## src/common/aui_pkg.sv

```systemverilog
// shared constants and types for the lane sleep and equalization feedback block
package aui_pkg;

	// ****************************************
	// link geometry
	// ****************************************
	localparam int AUI_NUM_LANES = 8;
	localparam int AUI_NUM_DIRS = 2;
	localparam int AUI_DIR_EGRESS = 0;
	localparam int AUI_DIR_INGRESS = 1;
	localparam int AUI_WORD_W = 16;
	localparam logic [AUI_WORD_W-1:0] AUI_ALERT_WORD = 16'hFF00;

	// ****************************************
	// equalization step ranges
	// ****************************************
	localparam logic [1:0] AUI_PRE_MAX = 2'h3;
	localparam logic [2:0] AUI_POST_MAX = 3'h5;

	// ****************************************
	// timing
	// ****************************************
	localparam int AUI_CLK_PERIOD_NS = 10;
	localparam int AUI_SD_OK_MAX_NS = 500;
	localparam int AUI_SD_OK_MAX_CYC = AUI_SD_OK_MAX_NS / AUI_CLK_PERIOD_NS;

	// ****************************************
	// register map (byte addresses)
	// ****************************************
	localparam int AUI_ADDR_W = 8;
	localparam logic [AUI_ADDR_W-1:0] AUI_REG_CTRL = 8'h00;
	localparam logic [AUI_ADDR_W-1:0] AUI_REG_STATUS = 8'h04;
	localparam logic [AUI_ADDR_W-1:0] AUI_REG_EQ_BASE = 8'h40;
	localparam int AUI_CTRL_TXDIS_BIT = 0;
	localparam int AUI_CTRL_EQFB_BIT = 1;
	localparam logic [1:0] AUI_CTRL_RESET = 2'h0;
	// eq entry fields: request word low, remote steps, local steps
	localparam int AUI_EQ_REQ_LSB = 0;
	localparam int AUI_EQ_REM_LSB = 8;
	localparam int AUI_EQ_LOC_LSB = 16;

	// ****************************************
	// types
	// ****************************************
	typedef enum logic [1:0] {
		AUI_MODE_DATA = 2'b00,
		AUI_MODE_ALERT = 2'b01,
		AUI_MODE_QUIET = 2'b10
	} aui_mode_t;

	typedef struct packed {
		logic flag;
		logic [1:0] pre;
		logic [2:0] post;
	} aui_step_t;

	localparam aui_step_t AUI_STEP_RESET = 6'h00;

	typedef enum logic [0:0] {
		AUI_BUS_IDLE = 1'b0,
		AUI_BUS_ACK = 1'b1
	} aui_bus_state_t;

endpackage

```

## src/verilog/aui_tx_sleep.sv

```systemverilog
// one direction of transmit lane shutdown and alert pattern insertion
`timescale 1ns/1ns
module aui_tx_sleep #(
	parameter int NUM_LANES = aui_pkg::AUI_NUM_LANES
) (
	// clock and reset
	input wire logic mclk,
	input wire logic rst,
	// control
	input wire logic disable_en,
	input wire logic sleep_gate,
	input wire aui_pkg::aui_mode_t tx_mode,
	// lane data
	input wire logic [NUM_LANES-1:0][aui_pkg::AUI_WORD_W-1:0] lane_data_in,
	output logic [NUM_LANES-1:0][aui_pkg::AUI_WORD_W-1:0] lane_data_out,
	output logic [NUM_LANES-1:0] lane_tx_off
);
	import aui_pkg::*;

	logic off_d;
	logic off_q;
	logic [NUM_LANES-1:0][AUI_WORD_W-1:0] data_d;
	logic [NUM_LANES-1:0][AUI_WORD_W-1:0] data_q;

	// ****************************************
	// shutdown decision
	// ****************************************
	always_comb begin
		// any mode other than quiet turns every lane back on
		off_d = disable_en && sleep_gate && (tx_mode == AUI_MODE_QUIET);
	end

	// ****************************************
	// per lane data path
	// ****************************************
	genvar g;
	generate
		for (g = 0; g < NUM_LANES; g++) begin : g_lane
			always_comb begin
				if (tx_mode == AUI_MODE_ALERT) begin
					data_d[g] = AUI_ALERT_WORD;
				end else begin
					data_d[g] = lane_data_in[g];
				end
			end
		end
	endgenerate

	always_ff @(posedge mclk) begin
		if (rst) begin
			off_q <= 1'b0;
			data_q <= '0;
		end else begin
			off_q <= off_d;
			data_q <= data_d;
		end
	end

	assign lane_tx_off = {NUM_LANES{off_q}};
	assign lane_data_out = data_q;

endmodule

```

## src/verilog/aui_energy_detect.sv

```systemverilog
// one direction of global energy detect
`timescale 1ns/1ns
module aui_energy_detect (
	// clock and reset
	input wire logic mclk,
	input wire logic rst,
	// link receive side
	input wire aui_pkg::aui_mode_t rx_mode,
	input wire logic energy_in,
	input wire logic alert_valid,
	// indication
	output logic signal_ok
);
	import aui_pkg::*;

	aui_mode_t prev_d;
	aui_mode_t prev_q;
	logic ok_d;
	logic ok_q;

	// ****************************************
	// detect state
	// ****************************************
	always_comb begin
		prev_d = rx_mode;
		ok_d = ok_q;
		if (rx_mode == AUI_MODE_QUIET) begin
			if (alert_valid) begin
				// answered next edge, well inside the deadline
				ok_d = 1'b1;
			end else if (prev_q == AUI_MODE_DATA && !energy_in) begin
				ok_d = 1'b0;
			end
			// otherwise hold: no rise without a valid alert
		end else begin
			ok_d = energy_in;
		end
	end

	always_ff @(posedge mclk) begin
		if (rst) begin
			prev_q <= AUI_MODE_DATA;
			ok_q <= 1'b0;
		end else begin
			prev_q <= prev_d;
			ok_q <= ok_d;
		end
	end

	assign signal_ok = ok_q;

endmodule

```

## src/verilog/aui_lane_sleep_and_eq_feedback.sv

```systemverilog
// top of lane sleep, energy detect and equalization feedback with register slave
//
// Decided for this implementation: the Avalon-MM interface to the registers and the address map.
`timescale 1ns/1ns

module aui_lane_sleep_and_eq_feedback #(
	parameter int NUM_LANES = aui_pkg::AUI_NUM_LANES,
	parameter bit EQ_FB_SUPPORTED = 1'b1
) (
	// clock and reset
	input wire logic mclk,
	input wire logic rst,
	// register bus
	input wire logic [aui_pkg::AUI_ADDR_W-1:0] avs_address,
	input wire logic avs_read,
	input wire logic avs_write,
	input wire logic [31:0] avs_writedata,
	input wire logic [3:0] avs_byteenable,
	output logic [31:0] avs_readdata,
	output logic avs_waitrequest,
	// link modes and sleep
	input wire aui_pkg::aui_mode_t egress_tx_mode,
	input wire aui_pkg::aui_mode_t ingress_tx_mode,
	input wire logic egress_sleep_request,
	// transmit lane data
	input wire logic [NUM_LANES-1:0][aui_pkg::AUI_WORD_W-1:0] egress_data_in,
	input wire logic [NUM_LANES-1:0][aui_pkg::AUI_WORD_W-1:0] ingress_data_in,
	output logic [NUM_LANES-1:0][aui_pkg::AUI_WORD_W-1:0] egress_data_out,
	output logic [NUM_LANES-1:0][aui_pkg::AUI_WORD_W-1:0] ingress_data_out,
	output logic [NUM_LANES-1:0] egress_tx_off,
	output logic [NUM_LANES-1:0] ingress_tx_off,
	// energy detect
	input wire aui_pkg::aui_mode_t egress_rx_mode,
	input wire aui_pkg::aui_mode_t ingress_rx_mode,
	input wire logic [aui_pkg::AUI_NUM_DIRS-1:0] energy_in,
	input wire logic [aui_pkg::AUI_NUM_DIRS-1:0] alert_valid,
	output logic [aui_pkg::AUI_NUM_DIRS-1:0] signal_ok,
	// equalization feedback, channel = dir * NUM_LANES + lane
	input wire aui_pkg::aui_step_t [aui_pkg::AUI_NUM_DIRS*NUM_LANES-1:0] remote_step_in,
	input wire logic [aui_pkg::AUI_NUM_DIRS*NUM_LANES-1:0] remote_step_valid,
	input wire aui_pkg::aui_step_t [aui_pkg::AUI_NUM_DIRS*NUM_LANES-1:0] partner_request,
	output aui_pkg::aui_step_t [aui_pkg::AUI_NUM_DIRS*NUM_LANES-1:0] fb_request,
	output aui_pkg::aui_step_t [aui_pkg::AUI_NUM_DIRS*NUM_LANES-1:0] local_step
);
	import aui_pkg::*;

	localparam int NUM_CH = AUI_NUM_DIRS * NUM_LANES;
	localparam int CH_W = $clog2(NUM_CH);
	// channel index counts egress lanes first, then ingress
	localparam logic [AUI_ADDR_W-3:0] NUM_CH_WORDS = (AUI_ADDR_W-2)'(NUM_CH);

	// ****************************************
	// bus slave state
	// ****************************************
	aui_bus_state_t bus_d;
	aui_bus_state_t bus_q;
	logic wait_d;
	logic wait_q;
	logic [31:0] rdata_d;
	logic [31:0] rdata_q;
	logic wr_fire;
	logic eq_hit;
	logic [CH_W-1:0] eq_idx;
	logic [AUI_ADDR_W-1:0] eq_off;

	// ****************************************
	// register state
	// ****************************************
	logic [1:0] ctrl_d;
	logic [1:0] ctrl_q;
	aui_step_t [NUM_CH-1:0] req_d;
	aui_step_t [NUM_CH-1:0] req_q;
	aui_step_t [NUM_CH-1:0] rem_d;
	aui_step_t [NUM_CH-1:0] rem_q;
	aui_step_t [NUM_CH-1:0] loc_d;
	aui_step_t [NUM_CH-1:0] loc_q;
	aui_step_t [NUM_CH-1:0] fb_d;
	aui_step_t [NUM_CH-1:0] fb_q;
	logic fb_enable;

	// ****************************************
	// helpers
	// ****************************************
	function automatic aui_step_t clamp_step(input aui_step_t s);
		aui_step_t r;
		r = s;
		if (s.pre > AUI_PRE_MAX) begin
			r.pre = AUI_PRE_MAX;
		end
		if (s.post > AUI_POST_MAX) begin
			r.post = AUI_POST_MAX;
		end
		return r;
	endfunction

	// ****************************************
	// address decode
	// ****************************************
	always_comb begin
		// an address below the base wraps high and fails the range compare
		eq_off = avs_address - AUI_REG_EQ_BASE;
		eq_idx = eq_off[CH_W+1:2];
		eq_hit = (avs_address >= AUI_REG_EQ_BASE) && (eq_off[1:0] == 2'h0)
			&& (eq_off[AUI_ADDR_W-1:2] < NUM_CH_WORDS);
	end

	// ****************************************
	// bus handshake
	// ****************************************
	// one wait cycle: data is read a cycle early so it stands at the release edge
	always_comb begin
		bus_d = bus_q;
		rdata_d = rdata_q;
		wr_fire = 1'b0;
		wait_d = 1'b1;
		case (bus_q)
			AUI_BUS_IDLE: begin
				if (avs_read || avs_write) begin
					bus_d = AUI_BUS_ACK;
					wait_d = 1'b0;
					// unmapped reads return zero
					rdata_d = 32'h0000_0000;
					if (avs_read) begin
						if (avs_address == AUI_REG_CTRL) begin
							rdata_d[1:0] = ctrl_q;
						end else if (avs_address == AUI_REG_STATUS) begin
							// lane 0 stands for every lane, all switch together
							rdata_d[3:0] = {signal_ok, ingress_tx_off[0], egress_tx_off[0]};
						end else if (eq_hit) begin
							rdata_d[AUI_EQ_REQ_LSB +: 6] = fb_q[eq_idx];
							rdata_d[AUI_EQ_REM_LSB +: 6] = rem_q[eq_idx];
							rdata_d[AUI_EQ_LOC_LSB +: 6] = loc_q[eq_idx];
						end
					end
				end
			end
			AUI_BUS_ACK: begin
				bus_d = AUI_BUS_IDLE;
				wr_fire = avs_write;
			end
			default: begin
				bus_d = AUI_BUS_IDLE;
			end
		endcase
	end

	always_ff @(posedge mclk) begin
		if (rst) begin
			bus_q <= AUI_BUS_IDLE;
			wait_q <= 1'b1;
			rdata_q <= 32'h0000_0000;
		end else begin
			bus_q <= bus_d;
			wait_q <= wait_d;
			rdata_q <= rdata_d;
		end
	end

	// a flop, not a decode of the state, so the master sees a clean level
	assign avs_waitrequest = wait_q;
	assign avs_readdata = rdata_q;

	// ****************************************
	// control register
	// ****************************************
	always_comb begin
		ctrl_d = ctrl_q;
		if (wr_fire && avs_address == AUI_REG_CTRL && avs_byteenable[0]) begin
			ctrl_d = avs_writedata[1:0];
		end
	end

	always_ff @(posedge mclk) begin
		if (rst) begin
			ctrl_q <= AUI_CTRL_RESET;
		end else begin
			ctrl_q <= ctrl_d;
		end
	end

	assign fb_enable = EQ_FB_SUPPORTED && ctrl_q[AUI_CTRL_EQFB_BIT];

	// ****************************************
	// equalization feedback per channel
	// ****************************************
	genvar c;
	generate
		for (c = 0; c < NUM_CH; c++) begin : g_ch
			localparam logic [CH_W-1:0] CH_IDX = CH_W'(c);
			always_comb begin
				req_d[c] = req_q[c];
				rem_d[c] = rem_q[c];
				loc_d[c] = loc_q[c];
				// software write stands until rewritten, a request is not self-clearing
				if (wr_fire && eq_hit && eq_idx == CH_IDX && avs_byteenable[0]) begin
					req_d[c] = clamp_step(avs_writedata[AUI_EQ_REQ_LSB +: 6]);
				end
				if (remote_step_valid[c]) begin
					rem_d[c] = remote_step_in[c];
					rem_d[c].flag = 1'b0;
				end
				// partner asks this end to change its own transmitter
				if (partner_request[c].flag) begin
					loc_d[c] = clamp_step(partner_request[c]);
					loc_d[c].flag = 1'b0;
				end
				fb_d[c] = req_q[c];
				// flag is forced low whenever feedback is off
				fb_d[c].flag = fb_enable && req_q[c].flag;
			end

			always_ff @(posedge mclk) begin
				if (rst) begin
					req_q[c] <= AUI_STEP_RESET;
					rem_q[c] <= AUI_STEP_RESET;
					loc_q[c] <= AUI_STEP_RESET;
					fb_q[c] <= AUI_STEP_RESET;
				end else begin
					req_q[c] <= req_d[c];
					rem_q[c] <= rem_d[c];
					loc_q[c] <= loc_d[c];
					fb_q[c] <= fb_d[c];
				end
			end
		end
	endgenerate

	assign fb_request = fb_q;
	assign local_step = loc_q;

	// ****************************************
	// transmit shutdown per direction
	// ****************************************
	aui_tx_sleep #(
		.NUM_LANES(NUM_LANES)
	) u_egress_sleep (
		.mclk(mclk),
		.rst(rst),
		.disable_en(ctrl_q[AUI_CTRL_TXDIS_BIT]),
		.sleep_gate(egress_sleep_request),
		.tx_mode(egress_tx_mode),
		.lane_data_in(egress_data_in),
		.lane_data_out(egress_data_out),
		.lane_tx_off(egress_tx_off)
	);

	// ingress needs no sleep request, only the disable bit and the quiet mode
	aui_tx_sleep #(
		.NUM_LANES(NUM_LANES)
	) u_ingress_sleep (
		.mclk(mclk),
		.rst(rst),
		.disable_en(ctrl_q[AUI_CTRL_TXDIS_BIT]),
		.sleep_gate(1'b1),
		.tx_mode(ingress_tx_mode),
		.lane_data_in(ingress_data_in),
		.lane_data_out(ingress_data_out),
		.lane_tx_off(ingress_tx_off)
	);

	// ****************************************
	// energy detect per direction
	// ****************************************
	aui_energy_detect u_egress_ed (
		.mclk(mclk),
		.rst(rst),
		.rx_mode(egress_rx_mode),
		.energy_in(energy_in[AUI_DIR_EGRESS]),
		.alert_valid(alert_valid[AUI_DIR_EGRESS]),
		.signal_ok(signal_ok[AUI_DIR_EGRESS])
	);

	aui_energy_detect u_ingress_ed (
		.mclk(mclk),
		.rst(rst),
		.rx_mode(ingress_rx_mode),
		.energy_in(energy_in[AUI_DIR_INGRESS]),
		.alert_valid(alert_valid[AUI_DIR_INGRESS]),
		.signal_ok(signal_ok[AUI_DIR_INGRESS])
	);

endmodule

```

## config.mk

```make
export PLATFORM = sky130hd
export DESIGN_NAME = aui_lane_sleep_and_eq_feedback
export DESIGN_NICKNAME = d
export VERILOG_FILES = /design/src/common/aui_pkg.sv /design/src/verilog/aui_tx_sleep.sv /design/src/verilog/aui_energy_detect.sv /design/src/verilog/aui_lane_sleep_and_eq_feedback.sv
export SDC_FILE = /design/constraint.sdc
export NUM_CORES = 1
export LEC_CHECK = 0
export BUFFER_PORTS_ARGS = -buffer_cell sky130_fd_sc_hd__buf_2
export CORE_AREA = 2 2 393 395
export CTS_BUF_LIST = sky130_fd_sc_hd__clkbuf_8
export DETAILED_ROUTE_END_ITERATION = 7
export DIE_AREA = 0 0 395 397
export GPL_ROUTABILITY_DRIVEN = 0
export PLACE_DENSITY = 0.37
export SYNTH_ARGS = -nofsm -noshare
export SYNTH_HDL_FRONTEND = slang
export SYNTH_SLANG_ARGS = --single-unit
export TNS_END_PERCENT = 10
```

## constraint.sdc

```tcl
create_clock -name mclk -period 2.6 [get_ports mclk]
set_input_delay 0.13 -clock mclk [delete_from_list [all_inputs] [get_ports mclk]]
set_output_delay 0.13 -clock mclk [all_outputs]
set_load 0.01 [all_outputs]
```

==> results.yml, run 1 <==
status:
  lastStage: "clock tree synthesis"
  outcome: "stopped before the end"
  toolErrorMsg: "[ERROR RSZ-0060] Max buffer count reached."
clock_tree:
  cts-root-buf: "clkbuf_8"
  htree_levels: 3
  ctsResizeCount: 0
  cts_setup_buffers: 0
  cts_inserted_buffers: 121
  clock_path_buffers: 3
  cts.sinks: 636
  ctsHoldBuffers: 1037
logic_synthesis:
  synth-simple-area-share: 0.179
  synth_top_family_by_area: "simple AND/OR/NAND/NOR gates"
  avgSynthCellArea_um2: 10.8
  synth_area_mm2: 0.0224
  synth-xor-area-share: 0
  ys_types: 50
  ys_ff_latch: 636
  syn_inst: 2077
  postSynth.asyncResetShare: 0
  synth_edf_count: 0
  synth_fa_ha_area_frac: 0
  ys_warn_count: 0
  synth_flop_cell: "dfxtp_1"
  muxShareOfSynthArea: 0.177
  synth_compound_area_frac: 0.0280
  seq_area_frac_synth: 0.569
placed_design:
  hpwl_um: 84000
  port_buffers: 946
  dp_slack_ns: 0.313
floorplan:
  die_y_um: 397
  fp.dieW_um: 395
  ioPinCount: 1024
  rows: 144
  initial_utilization: 0.146
[synthesized netlist by cell type, types with 5 or more instances]
| library cell | number | area share |
|---|---|---|
| mux2i_1 | 234 | 0.10 |
| buf_4 | 50 | 0.017 |
| a21oi_1 | 33 | 0.0074 |
| inv_1 | 7 | 0.0012 |
| a211oi_1 | 22 | 0.0074 |
| a22o_1 | 6 | 0.0024 |
| nand4_1 | 12 | 0.0034 |
| and2_1 | 145 | 0.041 |
| clkbuf_1 | 95 | 0.016 |
| nor2_1 | 522 | 0.088 |
| mux4_2 | 59 | 0.059 |
| nand3b_1 | 16 | 0.0054 |
| dfxtp_1 | 636 | 0.57 |
| nor2b_1 | 92 | 0.026 |
| nand2b_1 | 21 | 0.0059 |
| a221o_2 | 8 | 0.0040 |
| buf_2 | 11 | 0.0025 |
| mux4_1 | 5 | 0.0059 |
| mux2_2 | 14 | 0.0071 |
| buf_1 | 41 | 0.0069 |
[stage by stage]
step	cell area (µm²)	hold slack (ns)	utilization	instances
after floorplan	22500	0.202	-	2108
after global placement	29300	0.314	0.192	4945
after detailed placement	29300	0.318	0.192	4945
[cell families after synthesis]
kind of cell / after synthesis
simple gates: 831
flops: 636
mux: 312
buf+inv: 210
compound gates: 87
other cells: 1
==> run 2: changes to the inputs <==
--- a/config.mk
+++ b/config.mk
@@ -6,12 +6,11 @@
 export NUM_CORES = 1
 export LEC_CHECK = 0
 export BUFFER_PORTS_ARGS = -buffer_cell sky130_fd_sc_hd__buf_2
-export CORE_AREA = 2 2 393 395
-export CTS_BUF_LIST = sky130_fd_sc_hd__clkbuf_8
+export CORE_AREA = 2 2 397 399
 export DETAILED_ROUTE_END_ITERATION = 7
-export DIE_AREA = 0 0 395 397
+export DIE_AREA = 0 0 399 401
 export GPL_ROUTABILITY_DRIVEN = 0
-export PLACE_DENSITY = 0.37
+export PLACE_DENSITY_LB_ADDON = 0.15
 export SYNTH_ARGS = -nofsm -noshare
 export SYNTH_HDL_FRONTEND = slang
 export SYNTH_SLANG_ARGS = --single-unit
==> results.yml, run 2 <==
logic_synthesis:
  synth_flop_cell: "dfxtp_1"
  seq_area_frac_synth: 0.569
  yosysTopAreaCell: "dfxtp_1"
  synth_top_area_frac: 0.569
  syn_inst: 2077
  ys_types: 50
  avgSynthCellArea_um2: 10.8
  synth.most_common_cell: "dfxtp_1"
  synthTopCellsByArea: "dfxtp_1, mux2i_1, nor2_1"
  synth_edf_count: 0
  ys_warn_count: 0
  postSynth.asyncResetShare: 0
  ys_ff_latch: 636
  synth_area_mm2: 0.0224
  synthTopCellsByCount: "dfxtp_1, nor2_1, mux2i_1, and2_1, clkbuf_1"
timing:
  tns_ns: 0
  drv_slew: 0
  rsz0062_at_grt: "false"
  layout_min_cycle_time_ns: 2.46
  worst_pin_slew_ns: 0.841
  hold_viol_final: 0
  finalSetupViolations: 0
  fin_crit_sh: 0.944
  layout_setup_ws_ns: 0.145
  finClkSkew_ns: 0.0472
  relSlewSlack: 0.439
  fmax_mhz: 407
finish:
  layout-drive-gt1-share: 0.331
  layout.nets: 4214
  mostFrequentLayoutCell: "buf_2"
  area_delta_synth_final_pct: 75.3
  final_cell_mix: "buf_2, dlygate4sd3_1, dfxtp_1"
grt:
  grt_usage: 0.132
  grt_pass1_vias: 21834
  grt_max_degree: 107
  antenna_found_initial: 24
  grt_pass1_wl_um: 153000
  grt_overflow: 0
clock_tree:
  ctsHoldBuffers: 690
  clk_latency_ns: 0.67
  clock_path_buffers: 3
  cts_inserted_buffers: 83
  cts_tree: "done"
  cts_setup_buffers: 0
  clk_pin_slew_ns: 0.06
  ctsResizeCount: 0
  cts-root-buf: "clkbuf_16"
  htree_levels: 3
  cts.sinks: 636
setup_path:
  worst_path_max_delay_cell: "dlygate4sd3_1"
  crit_family: "buffers and inverters"
  crit_arrival_ns: 3.03
  crit_top_cell: "dlygate4sd3_1"
  critPathKind: "input pin to flop"
  crit_chain: "dlygate4sd3_1 -> buf_2 -> or4b_1 -> dlygate4sd3_1 -> or3_2 -> nor2_4 -> buf_4 -> a221o_2"
  critPathLaunchType: "input pin"
  cp.required_ns: 3.17
  r2r_slack_ns: 0.47
  crit_buf_inv: 4
  critPathMaxStageDelay_ns: 0.59
  crit_path_max_fanout: 14
  end_kind: "flop"
status:
  outcome: "complete, no violations"
power_and_ir_drop:
  irDropWorstVdd_uv: 423
  p_leak_nw: 18.1
  p_per_area_mw_per_mm2: 648
floorplan:
  ioPinCount: 1024
  die_y_um: 401
  rows: 145
  initial_utilization: 0.144
  fp.dieW_um: 399
  die_area_mm2: 0.160
  core-area_mm2: 0.156
drt:
  wire_per_inst_um: 18.9
  wirelength_um: 110000
  drc_errors: 0
  ant_nets: 0
  vias_per_cell: 3.56
  drtIter0Drc: 771
  num_vias: 20713
  dr.pass1.iters: 4
hold_path:
  hold_path_class: "input pin to flop"
placed_design:
  dp_slack_ns: 0.456
  port_buffers: 946
  hpwl_um: 83900
run:
  cap_violations: 0
## run 2: cell counts after synthesis
No cell type changed its count.
## run 2: cell type report
type	count	area [µm²]
well taps	2058	2570
multi-input cells	1262	8750
clock buffers	124	2530
fillers	16855	116000
repair buffers	1699	12200
clock inverters	26	353
flip-flops and latches	636	12700
inverters	7	26.3
diodes	5	12.5
## run 2: worst paths after layout
| check | startpoint | to | cells after the start |
|---|---|---|---|
| setup / recovery | avs_address[7] | avs_readdata[12] | 8 |
| hold / removal | egress_tx_mode[1] | u_egress_sleep.lane_data_out[23] | 4 |
| hold reg to reg | fb_d[85] | fb_request[85] | 1 |
| setup reg to reg | bus_q | fb_d[74] | 6 |
## run 2: routing by layer
metal,up-vias,wire length (µm),track usage
met1,9783,47000,0.162
met5,-,94,0
met4,16,2320,0.0367
met2,745,51500,0.220
li1,10028,-,-
met3,141,8910,0.0427
## run 2: kinds of logic (layout without fill, tap and decap cells)
logic type	count (synthesis)	count (layout)	share of synthesized area
simple gates	831	831	0.179
buf+inv	210	1856	0.0463
flops	636	636	0.569
compound gates	87	87	0.0280
mux	312	312	0.177
other cells	1	37	0.000168
## run 2: stage by stage
step           std cells  power (mW)  hold slack, ns  area (µm²)  utilization
2_1_floorplan       2108        11.5           0.202       22500            -
3_3_place_gp        4972        12.8           0.316       29400        0.189
4_1_cts             5812        26.0         0.00605       39200        0.252
5_1_grt             5814        26.6          0.0638       39200        0.252
6_report            5817        25.4          0.0810       39200        0.252
3_5_place_dp        4972        12.8           0.321       29400        0.189
## run 2: power by group
group          internal, mW  switching [mW]  total (mW)
clock                  7.25            4.76        12.0
combinational          1.67            1.41        3.08
sequential             10.1           0.193        10.3
total                  19.1            6.36        25.4
## run 2: worst register-to-register path: stages, from the launching register on
cell	delay, ns
dfxtp_1	0.39
and3_1	0.46
nand4_1	0.14
buf_4	0.24
mux2i_1	0.17
nor2_1	0.05
dlygate4sd3_1	0.56
(Power assumes the default switching activity.)
